## config.mk

```make
export PLATFORM = sky130hd
export DESIGN_NAME = ossd_ctrl
export DESIGN_NICKNAME = d
export VERILOG_FILES = /design/src/ossd_pkg.sv /design/src/ossd_div.sv /design/src/ossd_ctrl.sv
export SDC_FILE = /design/constraint.sdc
export NUM_CORES = 1
export LEC_CHECK = 0
export ABC_AREA = 1
export BUFFER_PORTS_ARGS = -buffer_cell sky130_fd_sc_hd__clkbuf_2
export CORE_ASPECT_RATIO = 0.7
export CORE_MARGIN = 2
export CORE_UTILIZATION = 35
export CTS_CLUSTER_SIZE = 8
export DETAILED_ROUTE_END_ITERATION = 12
export PLACE_DENSITY = 0.54
export SLEW_MARGIN = 30
export SYNTH_ARGS = -nofsm -noshare
export SYNTH_HDL_FRONTEND = slang
export SYNTH_HIERARCHICAL = 1
export SYNTH_SLANG_ARGS = --single-unit
```

## constraint.sdc

```tcl
create_clock -name clk_sys_in -period 3.31 [get_ports clk_sys_in]
set_clock_uncertainty 0.05 [all_clocks]
set_input_delay 0.4965 -clock clk_sys_in [delete_from_list [all_inputs] [get_ports clk_sys_in]]
set_output_delay 0.4965 -clock clk_sys_in [all_outputs]
set_load 0.01 [all_outputs]
```

## src/ossd_pkg.sv

```systemverilog
// ossd_pkg: register map, field layouts, reset values and timing counts
// of the main clock selector with oscillation stop detection.
// assumes a 20 MHz system clock and a 32-bit register bus.
package ossd_pkg;

    // ------------------------------------------------------------
    // register map, byte addresses
    // ------------------------------------------------------------
    localparam logic [4:0] OFS_CFG = 5'h00;
    localparam logic [4:0] OFS_BITOP = 5'h04;
    localparam logic [4:0] OFS_OSD = 5'h08;
    localparam logic [4:0] OFS_IRQ_ST = 5'h0C;
    localparam logic [4:0] OFS_IRQ_MSK = 5'h10;

    // ------------------------------------------------------------
    // processor configuration register fields
    // ------------------------------------------------------------
    localparam logic [1:0] DIV_HIGH = 2'h0;   // external / 2
    localparam logic [1:0] DIV_MID = 2'h1;    // external / 8
    localparam logic [1:0] DIV_RING = 2'h2;   // ring / 8
    localparam logic [1:0] DIV_DOUBLE = 2'h3; // external / 1
    // bits 5, 1, 0 are write-once
    localparam logic [7:0] CFG_LOCK_MASK = 8'h23;
    // ring middle speed, both oscillators running
    localparam logic [7:0] CFG_RESET = 8'h80;

    // divider terminal counts (ratio minus one)
    localparam logic [2:0] RATIO_1 = 3'h0;
    localparam logic [2:0] RATIO_2 = 3'h1;
    localparam logic [2:0] RATIO_8 = 3'h7;

    // bit operation register fields
    localparam int BITOP_VAL = 3;

    // ------------------------------------------------------------
    // stop detector control register fields
    // ------------------------------------------------------------
    localparam int OSD_ACTIVE = 0;
    localparam int OSD_STATUS = 4;
    localparam int OSD_LOCK = 5;

    // interrupt status and mask layout
    localparam int IRQ_W = 2;
    localparam int IRQ_STOP = 0;
    localparam int IRQ_TO_RING = 1;

    // ------------------------------------------------------------
    // timing
    // ------------------------------------------------------------
    localparam int CLK_PERIOD_NS = 50;
    // external oscillator silent this long counts as stopped
    localparam int STOP_TIME_NS = 10000;
    localparam int STOP_CYC = (STOP_TIME_NS + CLK_PERIOD_NS - 1)
                              / CLK_PERIOD_NS;
    localparam int STOP_W = $clog2(STOP_CYC + 1);
    // length of the internal reset pulse
    localparam int INT_RST_NS = 200;
    localparam int INT_RST_CYC = (INT_RST_NS + CLK_PERIOD_NS - 1)
                                 / CLK_PERIOD_NS;

    // ------------------------------------------------------------
    // carriers
    // ------------------------------------------------------------
    typedef struct packed {
        logic [1:0] div;
        logic rc_mode;
        logic xin_stop;
        logic ring_stop;
        logic spare;
        logic [1:0] pmode;
    } ossd_cfg_type;

    typedef struct packed {
        logic stab_en;
        logic rst_en;
        logic active;
    } ossd_osd_type;

endpackage

```

## src/ossd_div.sv

```systemverilog
// ossd_div: divides a stream of source ticks down to the cpu tick.
// assumes source ticks are one-cycle pulses on clk_sys_in.
`timescale 1ns/1ps
module ossd_div (
    input wire logic clk_sys_in,
    input wire logic rst_in,
    input wire logic restart_in,
    input wire logic src_tick_in,
    input wire logic [2:0] ratio_in,
    output logic tick_out
);

    // ------------------------------------------------------------
    // tick counter
    // ------------------------------------------------------------
    logic [2:0] cnt_ff;
    logic wrap;

    assign wrap = (cnt_ff >= ratio_in);

    // restart keeps the first tick after a switch a full period away
    always_ff @(posedge clk_sys_in or posedge rst_in) begin
        if (rst_in) begin
            cnt_ff <= 3'h0;
        end else if (restart_in) begin
            cnt_ff <= 3'h0;
        end else if (src_tick_in) begin
            if (wrap) begin
                cnt_ff <= 3'h0;
            end else begin
                cnt_ff <= cnt_ff + 3'h1;
            end
        end
    end

    // registered output tick
    always_ff @(posedge clk_sys_in or posedge rst_in) begin
        if (rst_in) begin
            tick_out <= 1'b0;
        end else begin
            tick_out <= src_tick_in & wrap & ~restart_in;
        end
    end

endmodule

```

## src/ossd_ctrl.sv

```systemverilog
// ossd_ctrl: main clock selection, division and oscillation stop
// detection, with its registers on an avalon-mm slave.
// assumes the external oscillator arrives as a level on xin_in that is
// asynchronous to clk_sys_in and much slower than it.
`timescale 1ns/1ps
module ossd_ctrl #(
    parameter int RING_DIV = 2
) (
    input wire logic clk_sys_in,
    input wire logic rst_in,
    input wire logic [4:0] avs_address_in,
    input wire logic avs_read_in,
    input wire logic avs_write_in,
    input wire logic [31:0] avs_writedata_in,
    input wire logic [3:0] avs_byteenable_in,
    output logic [31:0] avs_readdata_out,
    output logic avs_waitrequest_out,
    input wire logic xin_in,
    output logic cpu_clk_tick_out,
    output logic clk_src_ring_out,
    output logic xin_osc_en_out,
    output logic ring_osc_en_out,
    output logic xin_rc_mode_out,
    output logic [1:0] proc_mode_out,
    output logic stab_en_out,
    output logic int_rst_out,
    output logic irq_out
);

    // ------------------------------------------------------------
    // declarations
    // ------------------------------------------------------------
    localparam int RING_W = $clog2(RING_DIV + 1);

    ossd_pkg::ossd_cfg_type cfg_ff;
    ossd_pkg::ossd_cfg_type nxt_cfg;
    ossd_pkg::ossd_osd_type osd_ff;
    logic lock_ff;
    logic nxt_lock;
    logic status_ff;
    logic [ossd_pkg::IRQ_W-1:0] ist_ff;
    logic [ossd_pkg::IRQ_W-1:0] imsk_ff;
    logic [ossd_pkg::IRQ_W-1:0] nxt_ist;
    logic [ossd_pkg::IRQ_W-1:0] nxt_imsk;
    logic [ossd_pkg::IRQ_W-1:0] irq_set;
    logic wait_ff;
    logic [31:0] rdata_ff;
    logic [31:0] rd_mux;
    logic [2:0] xin_sync_ff;
    logic xin_filt_ff;
    logic xin_rise_ff;
    logic [ossd_pkg::STOP_W-1:0] stop_cnt_ff;
    logic [2:0] int_cnt_ff;
    logic int_rst_ff;
    logic [RING_W-1:0] ring_cnt_ff;
    logic ring_tick_ff;
    logic src_ring_q_ff;
    logic req;
    logic acc;
    logic wr_cfg;
    logic wr_bitop;
    logic wr_osd;
    logic wr_ist;
    logic wr_imsk;
    logic [2:0] bit_idx;
    logic src_ring;
    logic src_tick;
    logic [2:0] ratio;
    logic monitor;
    logic stop_hit;
    logic to_ring;

    // ------------------------------------------------------------
    // external oscillator pin
    // ------------------------------------------------------------
    // three stages; only the last two are compared, so the first
    // stage never feeds logic other than the second
    always_ff @(posedge clk_sys_in or posedge rst_in) begin
        if (rst_in) begin
            xin_sync_ff <= 3'h0;
        end else begin
            xin_sync_ff <= {xin_sync_ff[1:0], xin_in};
        end
    end

    // filtered level changes only when stages two and three agree
    always_ff @(posedge clk_sys_in or posedge rst_in) begin
        if (rst_in) begin
            xin_filt_ff <= 1'b0;
            xin_rise_ff <= 1'b0;
        end else begin
            if (xin_sync_ff[2] == xin_sync_ff[1]) begin
                xin_filt_ff <= xin_sync_ff[2];
            end
            xin_rise_ff <= xin_sync_ff[2] & xin_sync_ff[1] & ~xin_filt_ff;
        end
    end

    // ------------------------------------------------------------
    // bus slave
    // ------------------------------------------------------------
    // one wait cycle per access; request taken when wait_ff is low
    assign req = avs_read_in | avs_write_in;
    assign acc = req & ~wait_ff;
    assign bit_idx = avs_writedata_in[2:0];

    assign wr_cfg = acc & avs_write_in & avs_byteenable_in[0]
                    & (avs_address_in == ossd_pkg::OFS_CFG);
    assign wr_bitop = acc & avs_write_in & avs_byteenable_in[0]
                      & (avs_address_in == ossd_pkg::OFS_BITOP);
    assign wr_osd = acc & avs_write_in & avs_byteenable_in[0]
                    & (avs_address_in == ossd_pkg::OFS_OSD);
    assign wr_ist = acc & avs_write_in & avs_byteenable_in[0]
                    & (avs_address_in == ossd_pkg::OFS_IRQ_ST);
    assign wr_imsk = acc & avs_write_in & avs_byteenable_in[0]
                     & (avs_address_in == ossd_pkg::OFS_IRQ_MSK);

    always_ff @(posedge clk_sys_in or posedge rst_in) begin
        if (rst_in) begin
            wait_ff <= 1'b1;
        end else begin
            wait_ff <= ~(req & wait_ff);
        end
    end

    // read mux; unmapped addresses read as zero
    always_comb begin
        rd_mux = 32'h0;
        unique case (avs_address_in)
            ossd_pkg::OFS_CFG: begin
                rd_mux = {24'h0, cfg_ff};
            end
            ossd_pkg::OFS_OSD: begin
                rd_mux = {26'h0, lock_ff, status_ff, 1'b0, osd_ff};
            end
            ossd_pkg::OFS_IRQ_ST: begin
                rd_mux = {30'h0, ist_ff};
            end
            ossd_pkg::OFS_IRQ_MSK: begin
                rd_mux = {30'h0, imsk_ff};
            end
            default: begin
                rd_mux = 32'h0;
            end
        endcase
    end

    // read data captured in the wait cycle, standing at the accept edge
    always_ff @(posedge clk_sys_in or posedge rst_in) begin
        if (rst_in) begin
            rdata_ff <= 32'h0;
        end else if (avs_read_in & wait_ff) begin
            rdata_ff <= rd_mux;
        end
    end

    // ------------------------------------------------------------
    // processor configuration register
    // ------------------------------------------------------------
    always_comb begin
        nxt_cfg = cfg_ff;
        nxt_lock = lock_ff;
        if (wr_cfg) begin
            nxt_cfg = avs_writedata_in[7:0];
            if (lock_ff) begin
                // locked bits keep their value, others take the write
                nxt_cfg = (avs_writedata_in[7:0] & ~ossd_pkg::CFG_LOCK_MASK)
                          | (cfg_ff & ossd_pkg::CFG_LOCK_MASK);
            end
            nxt_lock = 1'b1;
        end else if (wr_bitop) begin
            // single bit set or clear, as a read-modify-write
            if (!(lock_ff && ossd_pkg::CFG_LOCK_MASK[bit_idx])) begin
                nxt_cfg[bit_idx] = avs_writedata_in[ossd_pkg::BITOP_VAL];
            end
            nxt_lock = 1'b1;
        end
        // stopping the external source under the cpu would hang it;
        // fall back to ring middle speed instead
        if (nxt_cfg.xin_stop && nxt_cfg.div != ossd_pkg::DIV_RING) begin
            nxt_cfg.div = ossd_pkg::DIV_RING;
        end
    end

    // internal reset restores the config and reopens the lock
    always_ff @(posedge clk_sys_in or posedge rst_in) begin
        if (rst_in) begin
            cfg_ff <= ossd_pkg::CFG_RESET;
            lock_ff <= 1'b0;
        end else if (int_rst_ff) begin
            cfg_ff <= ossd_pkg::CFG_RESET;
            lock_ff <= 1'b0;
        end else begin
            cfg_ff <= nxt_cfg;
            lock_ff <= nxt_lock;
        end
    end

    // ------------------------------------------------------------
    // stop detector control and status
    // ------------------------------------------------------------
    // only the external reset touches these, so detection carries
    // on through its own internal reset
    always_ff @(posedge clk_sys_in or posedge rst_in) begin
        if (rst_in) begin
            osd_ff <= 3'h0;
        end else if (wr_osd) begin
            osd_ff <= avs_writedata_in[2:0];
        end
    end

    // status flag; a detection in the clearing cycle wins
    always_ff @(posedge clk_sys_in or posedge rst_in) begin
        if (rst_in) begin
            status_ff <= 1'b0;
        end else if (stop_hit) begin
            status_ff <= 1'b1;
        end else if (wr_osd && !avs_writedata_in[ossd_pkg::OSD_ACTIVE]) begin
            status_ff <= 1'b0;
        end
    end

    // ------------------------------------------------------------
    // oscillation stop detection
    // ------------------------------------------------------------
    // watch only while the detector is on and the source is running
    assign monitor = osd_ff.active & ~cfg_ff.xin_stop & ~int_rst_ff;
    assign stop_hit = monitor & ~xin_rise_ff & (stop_cnt_ff ==
                      ossd_pkg::STOP_W'(ossd_pkg::STOP_CYC - 1));

    // counts cycles since the last rising edge; parks at the limit so
    // one silent stretch gives one detection, repeated after each internal reset when rst_en is set
    always_ff @(posedge clk_sys_in or posedge rst_in) begin
        if (rst_in) begin
            stop_cnt_ff <= '0;
        end else if (!monitor || xin_rise_ff) begin
            stop_cnt_ff <= '0;
        end else if (stop_cnt_ff!=ossd_pkg::STOP_W'(ossd_pkg::STOP_CYC)) begin
            stop_cnt_ff <= stop_cnt_ff + ossd_pkg::STOP_W'(1);
        end
    end

    // internal reset pulse, only when stop reset is enabled
    always_ff @(posedge clk_sys_in or posedge rst_in) begin
        if (rst_in) begin
            int_cnt_ff <= 3'h0;
            int_rst_ff <= 1'b0;
        end else if (stop_hit && osd_ff.rst_en) begin
            int_cnt_ff <= 3'(ossd_pkg::INT_RST_CYC - 1);
            int_rst_ff <= 1'b1;
        end else if (int_cnt_ff != 3'h0) begin
            int_cnt_ff <= int_cnt_ff - 3'h1;
            int_rst_ff <= 1'b1;
        end else begin
            int_rst_ff <= 1'b0;
        end
    end

    // ------------------------------------------------------------
    // ring oscillator model
    // ------------------------------------------------------------
    // the ring runs as a tick every RING_DIV system cycles while on
    always_ff @(posedge clk_sys_in or posedge rst_in) begin
        if (rst_in) begin
            ring_cnt_ff <= '0;
            ring_tick_ff <= 1'b0;
        end else if (cfg_ff.ring_stop) begin
            ring_cnt_ff <= '0;
            ring_tick_ff <= 1'b0;
        end else if (ring_cnt_ff == RING_W'(RING_DIV - 1)) begin
            ring_cnt_ff <= '0;
            ring_tick_ff <= 1'b1;
        end else begin
            ring_cnt_ff <= ring_cnt_ff + RING_W'(1);
            ring_tick_ff <= 1'b0;
        end
    end

    // ------------------------------------------------------------
    // clock source and division
    // ------------------------------------------------------------
    // a stopped external source gives no ticks, so a cpu on it halts
    assign src_ring = (cfg_ff.div == ossd_pkg::DIV_RING);
    assign src_tick = src_ring ? ring_tick_ff
                               : (xin_rise_ff & ~cfg_ff.xin_stop);

    always_comb begin
        ratio = ossd_pkg::RATIO_8;
        unique case (cfg_ff.div)
            ossd_pkg::DIV_DOUBLE: begin
                ratio = ossd_pkg::RATIO_1;
            end
            ossd_pkg::DIV_HIGH: begin
                ratio = ossd_pkg::RATIO_2;
            end
            ossd_pkg::DIV_MID: begin
                ratio = ossd_pkg::RATIO_8;
            end
            ossd_pkg::DIV_RING: begin
                ratio = ossd_pkg::RATIO_8;
            end
        endcase
    end

    // remembers the previous source to spot a switch
    always_ff @(posedge clk_sys_in or posedge rst_in) begin
        if (rst_in) begin
            src_ring_q_ff <= 1'b1;
        end else begin
            src_ring_q_ff <= src_ring;
        end
    end

    ossd_div u_div (
        .clk_sys_in(clk_sys_in),
        .rst_in(rst_in),
        .restart_in(int_rst_ff | (src_ring != src_ring_q_ff)),
        .src_tick_in(src_tick),
        .ratio_in(ratio),
        .tick_out(cpu_clk_tick_out)
    );

    // ------------------------------------------------------------
    // interrupts
    // ------------------------------------------------------------
    assign to_ring = src_ring & ~src_ring_q_ff;
    assign irq_set = {to_ring, stop_hit};

    // write one to clear; a new event in the same cycle stays set
    always_comb begin
        nxt_ist = ist_ff;
        if (wr_ist) begin
            nxt_ist = ist_ff & ~avs_writedata_in[ossd_pkg::IRQ_W-1:0];
        end
        nxt_ist = nxt_ist | irq_set;
        nxt_imsk = wr_imsk ? avs_writedata_in[ossd_pkg::IRQ_W-1:0]
                           : imsk_ff;
    end

    always_ff @(posedge clk_sys_in or posedge rst_in) begin
        if (rst_in) begin
            ist_ff <= '0;
            imsk_ff <= '0;
            irq_out <= 1'b0;
        end else begin
            ist_ff <= nxt_ist;
            imsk_ff <= nxt_imsk;
            irq_out <= |(nxt_ist & nxt_imsk);
        end
    end

    // ------------------------------------------------------------
    // registered outputs
    // ------------------------------------------------------------
    always_ff @(posedge clk_sys_in or posedge rst_in) begin
        if (rst_in) begin
            clk_src_ring_out <= 1'b1;
            xin_osc_en_out <= 1'b1;
            ring_osc_en_out <= 1'b1;
            xin_rc_mode_out <= 1'b0;
            proc_mode_out <= 2'h0;
            stab_en_out <= 1'b0;
            int_rst_out <= 1'b0;
        end else begin
            clk_src_ring_out <= src_ring;
            xin_osc_en_out <= ~cfg_ff.xin_stop;
            ring_osc_en_out <= ~cfg_ff.ring_stop;
            xin_rc_mode_out <= cfg_ff.rc_mode;
            proc_mode_out <= cfg_ff.pmode;
            stab_en_out <= osd_ff.stab_en;
            int_rst_out <= int_rst_ff;
        end
    end

    assign avs_waitrequest_out = wait_ff;
    assign avs_readdata_out = rdata_ff;

endmodule

```

# After elaboration in Yosys (flattened, before gate mapping)
# Memory sizes are Yosys's and may differ from the RTL's.
# Index checks and enable logic that the tools add are counted.
# word_totals
register_bits	83
out_inout_bits	43
n_memories	1
elab_cells	143
mem_bits_ro	8
in_bits	46
# classes
addsub	4
eq_ne	14
n_mux	33
n_lt_le_gt_ge	3
bitwise	36
reduce_logical	19
# memory_table
memory	depth	word_bits	read_ports	rd_clocked_by_memory_dff	wr	line_no	source
(name not given)	8	1	1	0	0	ossd_ctrl.sv:173	if (!(lock_ff && ossd_pkg::CFG_LOCK_MASK[bit_idx])) begin
# op_table
cell	n
$mux 8	7
$pmux 8 s4	1
$and 1x1->1	20
$mux 3	5
$mux 1	12
$eq 5x4->1 const B	2
$mux 2	5
$not 1->1	9
$pmux 3 s3	1
$add 8x1->8 const B	1
$bwmux 8	1
$eq 8x8->1 const B	1
$ne 8x8->1 const B	1
$or 8x6->8	1
$reduce_bool 2->1	4
$reduce_bool 3->1	2
$eq 5x3->1 const B	1
$eq 5x5->1 const B	1
$logic_and 1x1->1	5
$logic_not 5->1	1
$and 2x2->2	2
$eq 2x1->1 const B	2
$eq 2x2->1 const B	2
$lt 3x4->1 const B	1
18 further kinds	21

# Depth between registers and ports, before layout
# logic_depth
ltp_word	12
mapped_depth	11

# Modules after synthesis
# The synthesis kept the hierarchy.
# by_module_without_submodules
module	cells_each	instances	area_each_um2
ossd_ctrl	359	1	2995.4
ossd_div	32	1	262.8

# Least setup slack after synthesis
# No wires, ideal clock.
# synth_path
kind	reg-to-reg
start	reg cfg_ff[7] (netlist bit)
end	reg u_div.tick_out
stages_incl_launch_ff	9
n_path_buf	0
t_required_ns	3.141
slack_ns	1.673
arrival_time_ns	1.467
setup_time_ns	0.119
cell_sequence	dfstp_2 > ha_1 > inv_1 > inv_1 > ha_1 > a21oi_1 > nand2_1 > nand2_1 > nor2_1
# synth_via
elab_chain_cells	6
elab_cells_between_ends	13
classes_between	order compare (1); eq/ne (4); mux (2); bitwise (4); reduce/logical (2)
# synth_rtl
item	line_no	source
from (decl)	ossd_ctrl.sv:35	ossd_pkg::ossd_cfg_type cfg_ff;
from (signal assigned)	ossd_ctrl.sv:188	cfg_ff <= ossd_pkg::CFG_RESET;
from (signal assigned)	ossd_ctrl.sv:191	cfg_ff <= ossd_pkg::CFG_RESET;
from (signal assigned)	ossd_ctrl.sv:194	cfg_ff <= nxt_cfg;
$eq 2x2->1 / $eq 2x1->1 (equally long branches)	ossd_ctrl.sv:289	unique case (cfg_ff.div)
$reduce_or 2->1 (no line)	--	
$pmux 3 s3 (*)	ossd_ctrl.sv:289	
named net ratio[1]	ossd_ctrl.sv:68	logic [2:0] ratio;
$ge 3x3->1 (*)	ossd_div.sv:19	assign wrap = (cnt_ff >= ratio_in);
$and 1x1->1 (*) (2 in a row)	ossd_div.sv:41	tick_out <= src_tick_in & wrap & ~restart_in;
to (signal assigned)	ossd_div.sv:41	
to (decl)	ossd_div.sv:10	output logic tick_out
# The timed path passes the listed nets; every way through them passes the cells marked *.
# A chain may end at the register's enable or synchronous reset.

# Worst setup path in the final report
# layout_path
start	reg int_rst_ff
end	reg int_cnt_ff[2]
# layout_via
elab_chain_cells	6
elab_cells_between_ends	7
classes_between	mux (1); bitwise (4); reduce/logical (2)
# layout_rtl
item	line_no	source
from (decl)	ossd_ctrl.sv:54	logic int_rst_ff;
from (signal assigned)	ossd_ctrl.sv:247	int_rst_ff <= 1'b0;
from (signal assigned)	ossd_ctrl.sv:250	int_rst_ff <= 1'b1;
from (signal assigned)	ossd_ctrl.sv:253	int_rst_ff <= 1'b1;
$not 1->1 (*)	ossd_ctrl.sv:227	assign monitor = osd_ff.active & ~cfg_ff.xin_stop & ~int_rst_ff;
$and 1x1->1 (*)	ossd_ctrl.sv:227	
$and 1x1->1 (*) (2 in a row)	ossd_ctrl.sv:228	assign stop_hit = monitor & ~xin_rise_ff & (stop_cnt_ff ==
$logic_and 1x1->1 (*)	ossd_ctrl.sv:248	end else if (stop_hit && osd_ff.rst_en) begin
$mux 3 / $reduce_bool 2->1 (equally long branches)	--	
to (signal assigned)	ossd_ctrl.sv:249	int_cnt_ff <= 3'(ossd_pkg::INT_RST_CYC - 1);
to (signal assigned)	ossd_ctrl.sv:252	int_cnt_ff <= int_cnt_ff - 3'h1;
to (decl)	ossd_ctrl.sv:53	logic [2:0] int_cnt_ff;
# Mark *: on every way between the ends. The rest lies on a longest branch, timed or not.

==> flow_summary_export.csv <==
group,metric,value,unit
run_status,outcome,"finished, final reports clean",
global_routing,track_usage,15.64,%
logic_synthesis,syn_avg_cell_area,8.333,µm²
critical_path,reg2reg_depth,6,
power,power_density,527.1,mW/mm²
clocking,cts_buffers,9,
clocking,tritoncts,"yes",
layout,syn_to_final_growth,15.51,%
critical_path,rr_startpoint,"int_rst_ff",
power,ir_drop,0.1921,mV
timing,fmax,555.8,MHz
logic_synthesis,yosysMostFrequentCell,"nand2_1",
logic_synthesis,yosys_warnings,6,
critical_path,crit_fanout,8,
clocking,clock_latency,0.33,ns
global_routing,grt_max_degree,39,
timing,worstMarginPinSlew,0.8071,ns
logic_synthesis,synth_top_area_share,41.47,%
clocking,post-cts-setup-buffers,0,
detailed_routing,num_vias,2502,
layout,drive_gt1_share,20.23,%
global_routing,grt_pass1_vias,2474,
floorplanning,dieArea,0.01011,mm²
logic_synthesis,synth_top_cell_by_area,"dfrtp_1",
power,power.leakage,1.958,nW
logic_synthesis,ys_seq_elements,59,
critical_path,timing.rr.end,"int_cnt_ff[2]",
detailed_routing,initialDrtViolationCount,182,
logic_synthesis,synth_ff_type,"dfrtp_1",
placed_design,place.gp.congestion,0.8249,
global_routing,grtUsageMet2,21.37,%
detailed_routing,antenna_left,0,
global_routing,gr-usage-met3,4.620,%
critical_path,cp-start-kind,"flip-flop",
floorplanning,ioPinCount,89,
logic_synthesis,synthAdderAreaFrac,4.608,%
timing,tns,0,ns
logic_synthesis,yosysUniqueCellTypes,39,
logic_synthesis,synth_top_family_by_area,"simple AND/OR/NAND/NOR gates",
floorplanning,die_h,84.73,µm
detailed_routing,via_per_inst,4.436,
clocking,root_buffer,"clkbuf_16",
logic_synthesis,post_synth_and_or_nand_nor_area_fraction,28.26,%
logic_synthesis,synth_edf_count,0,
critical_path,reg2reg_slack,1.51,ns
critical_path,path_class,"flip-flop to flip-flop",
global_routing,grt_first_pass_wirelength,12.35,mm
clocking,hold_buffers,0,
placed_design,place_ws,1.513,ns
floorplanning,num_rows,29,
logic_synthesis,synth.cell_area,0.003258,mm²
detailed_routing,drcViolationCount,0,
critical_path,cp-startpoint,"int_rst_ff",
timing,period_share,54.36,%
timing,finalMaxSlewViolations,0,
logic_synthesis,seq_area_frac_synth,45.51,%
logic_synthesis,postSynth.asyncResetShare,100.0,%
timing,worst_slack,1.511,ns
global_routing,grt_overflow,0,
critical_path,cp-end-kind,"flip-flop",
timing,period_needed,1.799,ns
timing,rsz0062_at_grt,"no",
global_routing,grtUsageMet1,23.86,%
clocking,clkTransAtPathRegs,0.05,ns
placed_design,hpwlAfterDp,5.498,mm
layout,utilization,41.49,%
global_routing,busiest_layer,"met1",
floorplanning,die_x,119.3,µm
critical_path,crit_end,"int_cnt_ff[2]",
logic_synthesis,ys_top_cells_by_area,"dfrtp_1, nand2_1, inv_1",
global_routing,antenna_found_initial,0,
min_path,hold_path_class,"input pin to async pin",
logic_synthesis,synth-compound-area-share,8.525,%
clocking,htree_levels,3,
clocking,clock_sinks,59,
logic_synthesis,synth_cells,391,
logic_synthesis,muxShareOfSynthArea,0.3456,%
clocking,cts-resized-gates,0,
detailed_routing,firstDrtPassIters,4,
floorplanning,initial_utilization,35.92,%
floorplanning,core,0.009071,mm²
layout,fin_nets,493,
layout,antenna_cells,0,
timing,finalHoldViolations,0,
clocking,cts_buffer_depth,2,
placed_design,io_buffers,37,
detailed_routing,totalWireLength,7.232,mm
critical_path,crit_required,3.48,ns
timing,relSlewSlack,46.12,%
critical_path,critical_path_arrival,1.97,ns
timing,setup_violations,0,
logic_synthesis,synth_xor_area_share,0,%
job,maxCapViolations,0,
detailed_routing,wire_per_inst,12.82,µm
logic_synthesis,ys_top_cells_by_count,"nand2_1, dfrtp_1, inv_1",
-- cells in the final DEF, fill, tap and decap left out, drive strengths merged --
master,count
nand2,110
dfrtp,54
inv,54
clkbuf,49
nor2,31
o21ai,28
nand3,25
conb,24
ha,12
nor3,10
a21oi,8
nand4,7
dfstp,5
or2,4
o31ai,3
o22ai,3
clkinv,3
buf,2
o21a,1
a21boi,1
nor3b,1
o21bai,1
a31oi,1
mux2,1
a22o,1
clkinvlp,1
-- power by group --
group	internal, W	switching, W
clock network	0.000525	0.000321
registers	0.000793	0.0000473
logic	0.000109	0.000188
-- logic make-up after synthesis --
family,count (synthesis)
and+or+nand+nor,188
buffers and inverters,83
muxes,1
other,1
DFF,59
adders and majority gates,12
AOI/OAI and AO/OA,47
-- cell type report --
cell class / instances / area (µm²)
multi-input combinational: 272 / 1450
clock buffer: 12 / 246.5
inverter: 54 / 202.7
timing repair buffer: 39 / 200.2
fill: 962 / 5308
clock inverter: 4 / 26.28
sequential: 59 / 1483
tap: 124 / 155.1
-- critical path: stages, from the launching register on --
cell	delay [ns]
dfrtp_1	0.50
nor2_1	0.15
nand3_1	0.14
nor3_1	0.47
nand2_1	0.23
nand2_1	0.11
inv_1	0.04
-- state kept, by name (all words and copies together) (netlist names), 2 cells and up --
| register | count |
|---|---|
| stop_cnt_ff | 8 |
| proc_mode_out | 2 |
| xin_sync_ff | 3 |
| int_cnt_ff | 3 |
| ist_ff | 2 |
| osd_ff | 3 |
| cfg_ff | 8 |
| u_div/cnt_ff | 3 |
| imsk_ff | 2 |
| avs_readdata_out | 8 |
| ring_cnt_ff | 2 |
-- worst min-delay path by stage --
stage	from	endpoint	slack [ns]
after floorplan	rst_in	u_div/cnt_ff[0]	0.21
after global placement	xin_sync_ff[0]	xin_sync_ff[1]	0.29
after detailed placement	xin_sync_ff[0]	xin_sync_ff[1]	0.28
after CTS	rst_in	u_div/cnt_ff[0]	0.0008
after global routing	rst_in	u_div/cnt_ff[0]	0.01
final	rst_in	u_div/cnt_ff[0]	0.003
-- metal layers --
metal  wire, µm  up-vias
met5          0        -
met4         72        0
met3        528        7
met2       2838       72
met1       3793     1138
li1           -     1285
-- stage by stage --
| stage | instances | hold slack, ns | power (W) | instance area (µm²) |
|---|---|---|---|---|
| 2_1_floorplan | 414 | 0.2126 | 0.001079 | 3344 |
| 6_report | 564 | 0.002549 | 0.001984 | 3764 |
| 3_3_place_gp | 548 | 0.2864 | 0.001141 | 3491 |
| 5_1_grt | 564 | 0.01105 | 0.002098 | 3764 |
| 4_1_cts | 564 | 0.0007819 | 0.002010 | 3764 |
| 3_5_place_dp | 548 | 0.2847 | 0.001152 | 3491 |
No activity file was read; power rests on OpenSTA's default activity.
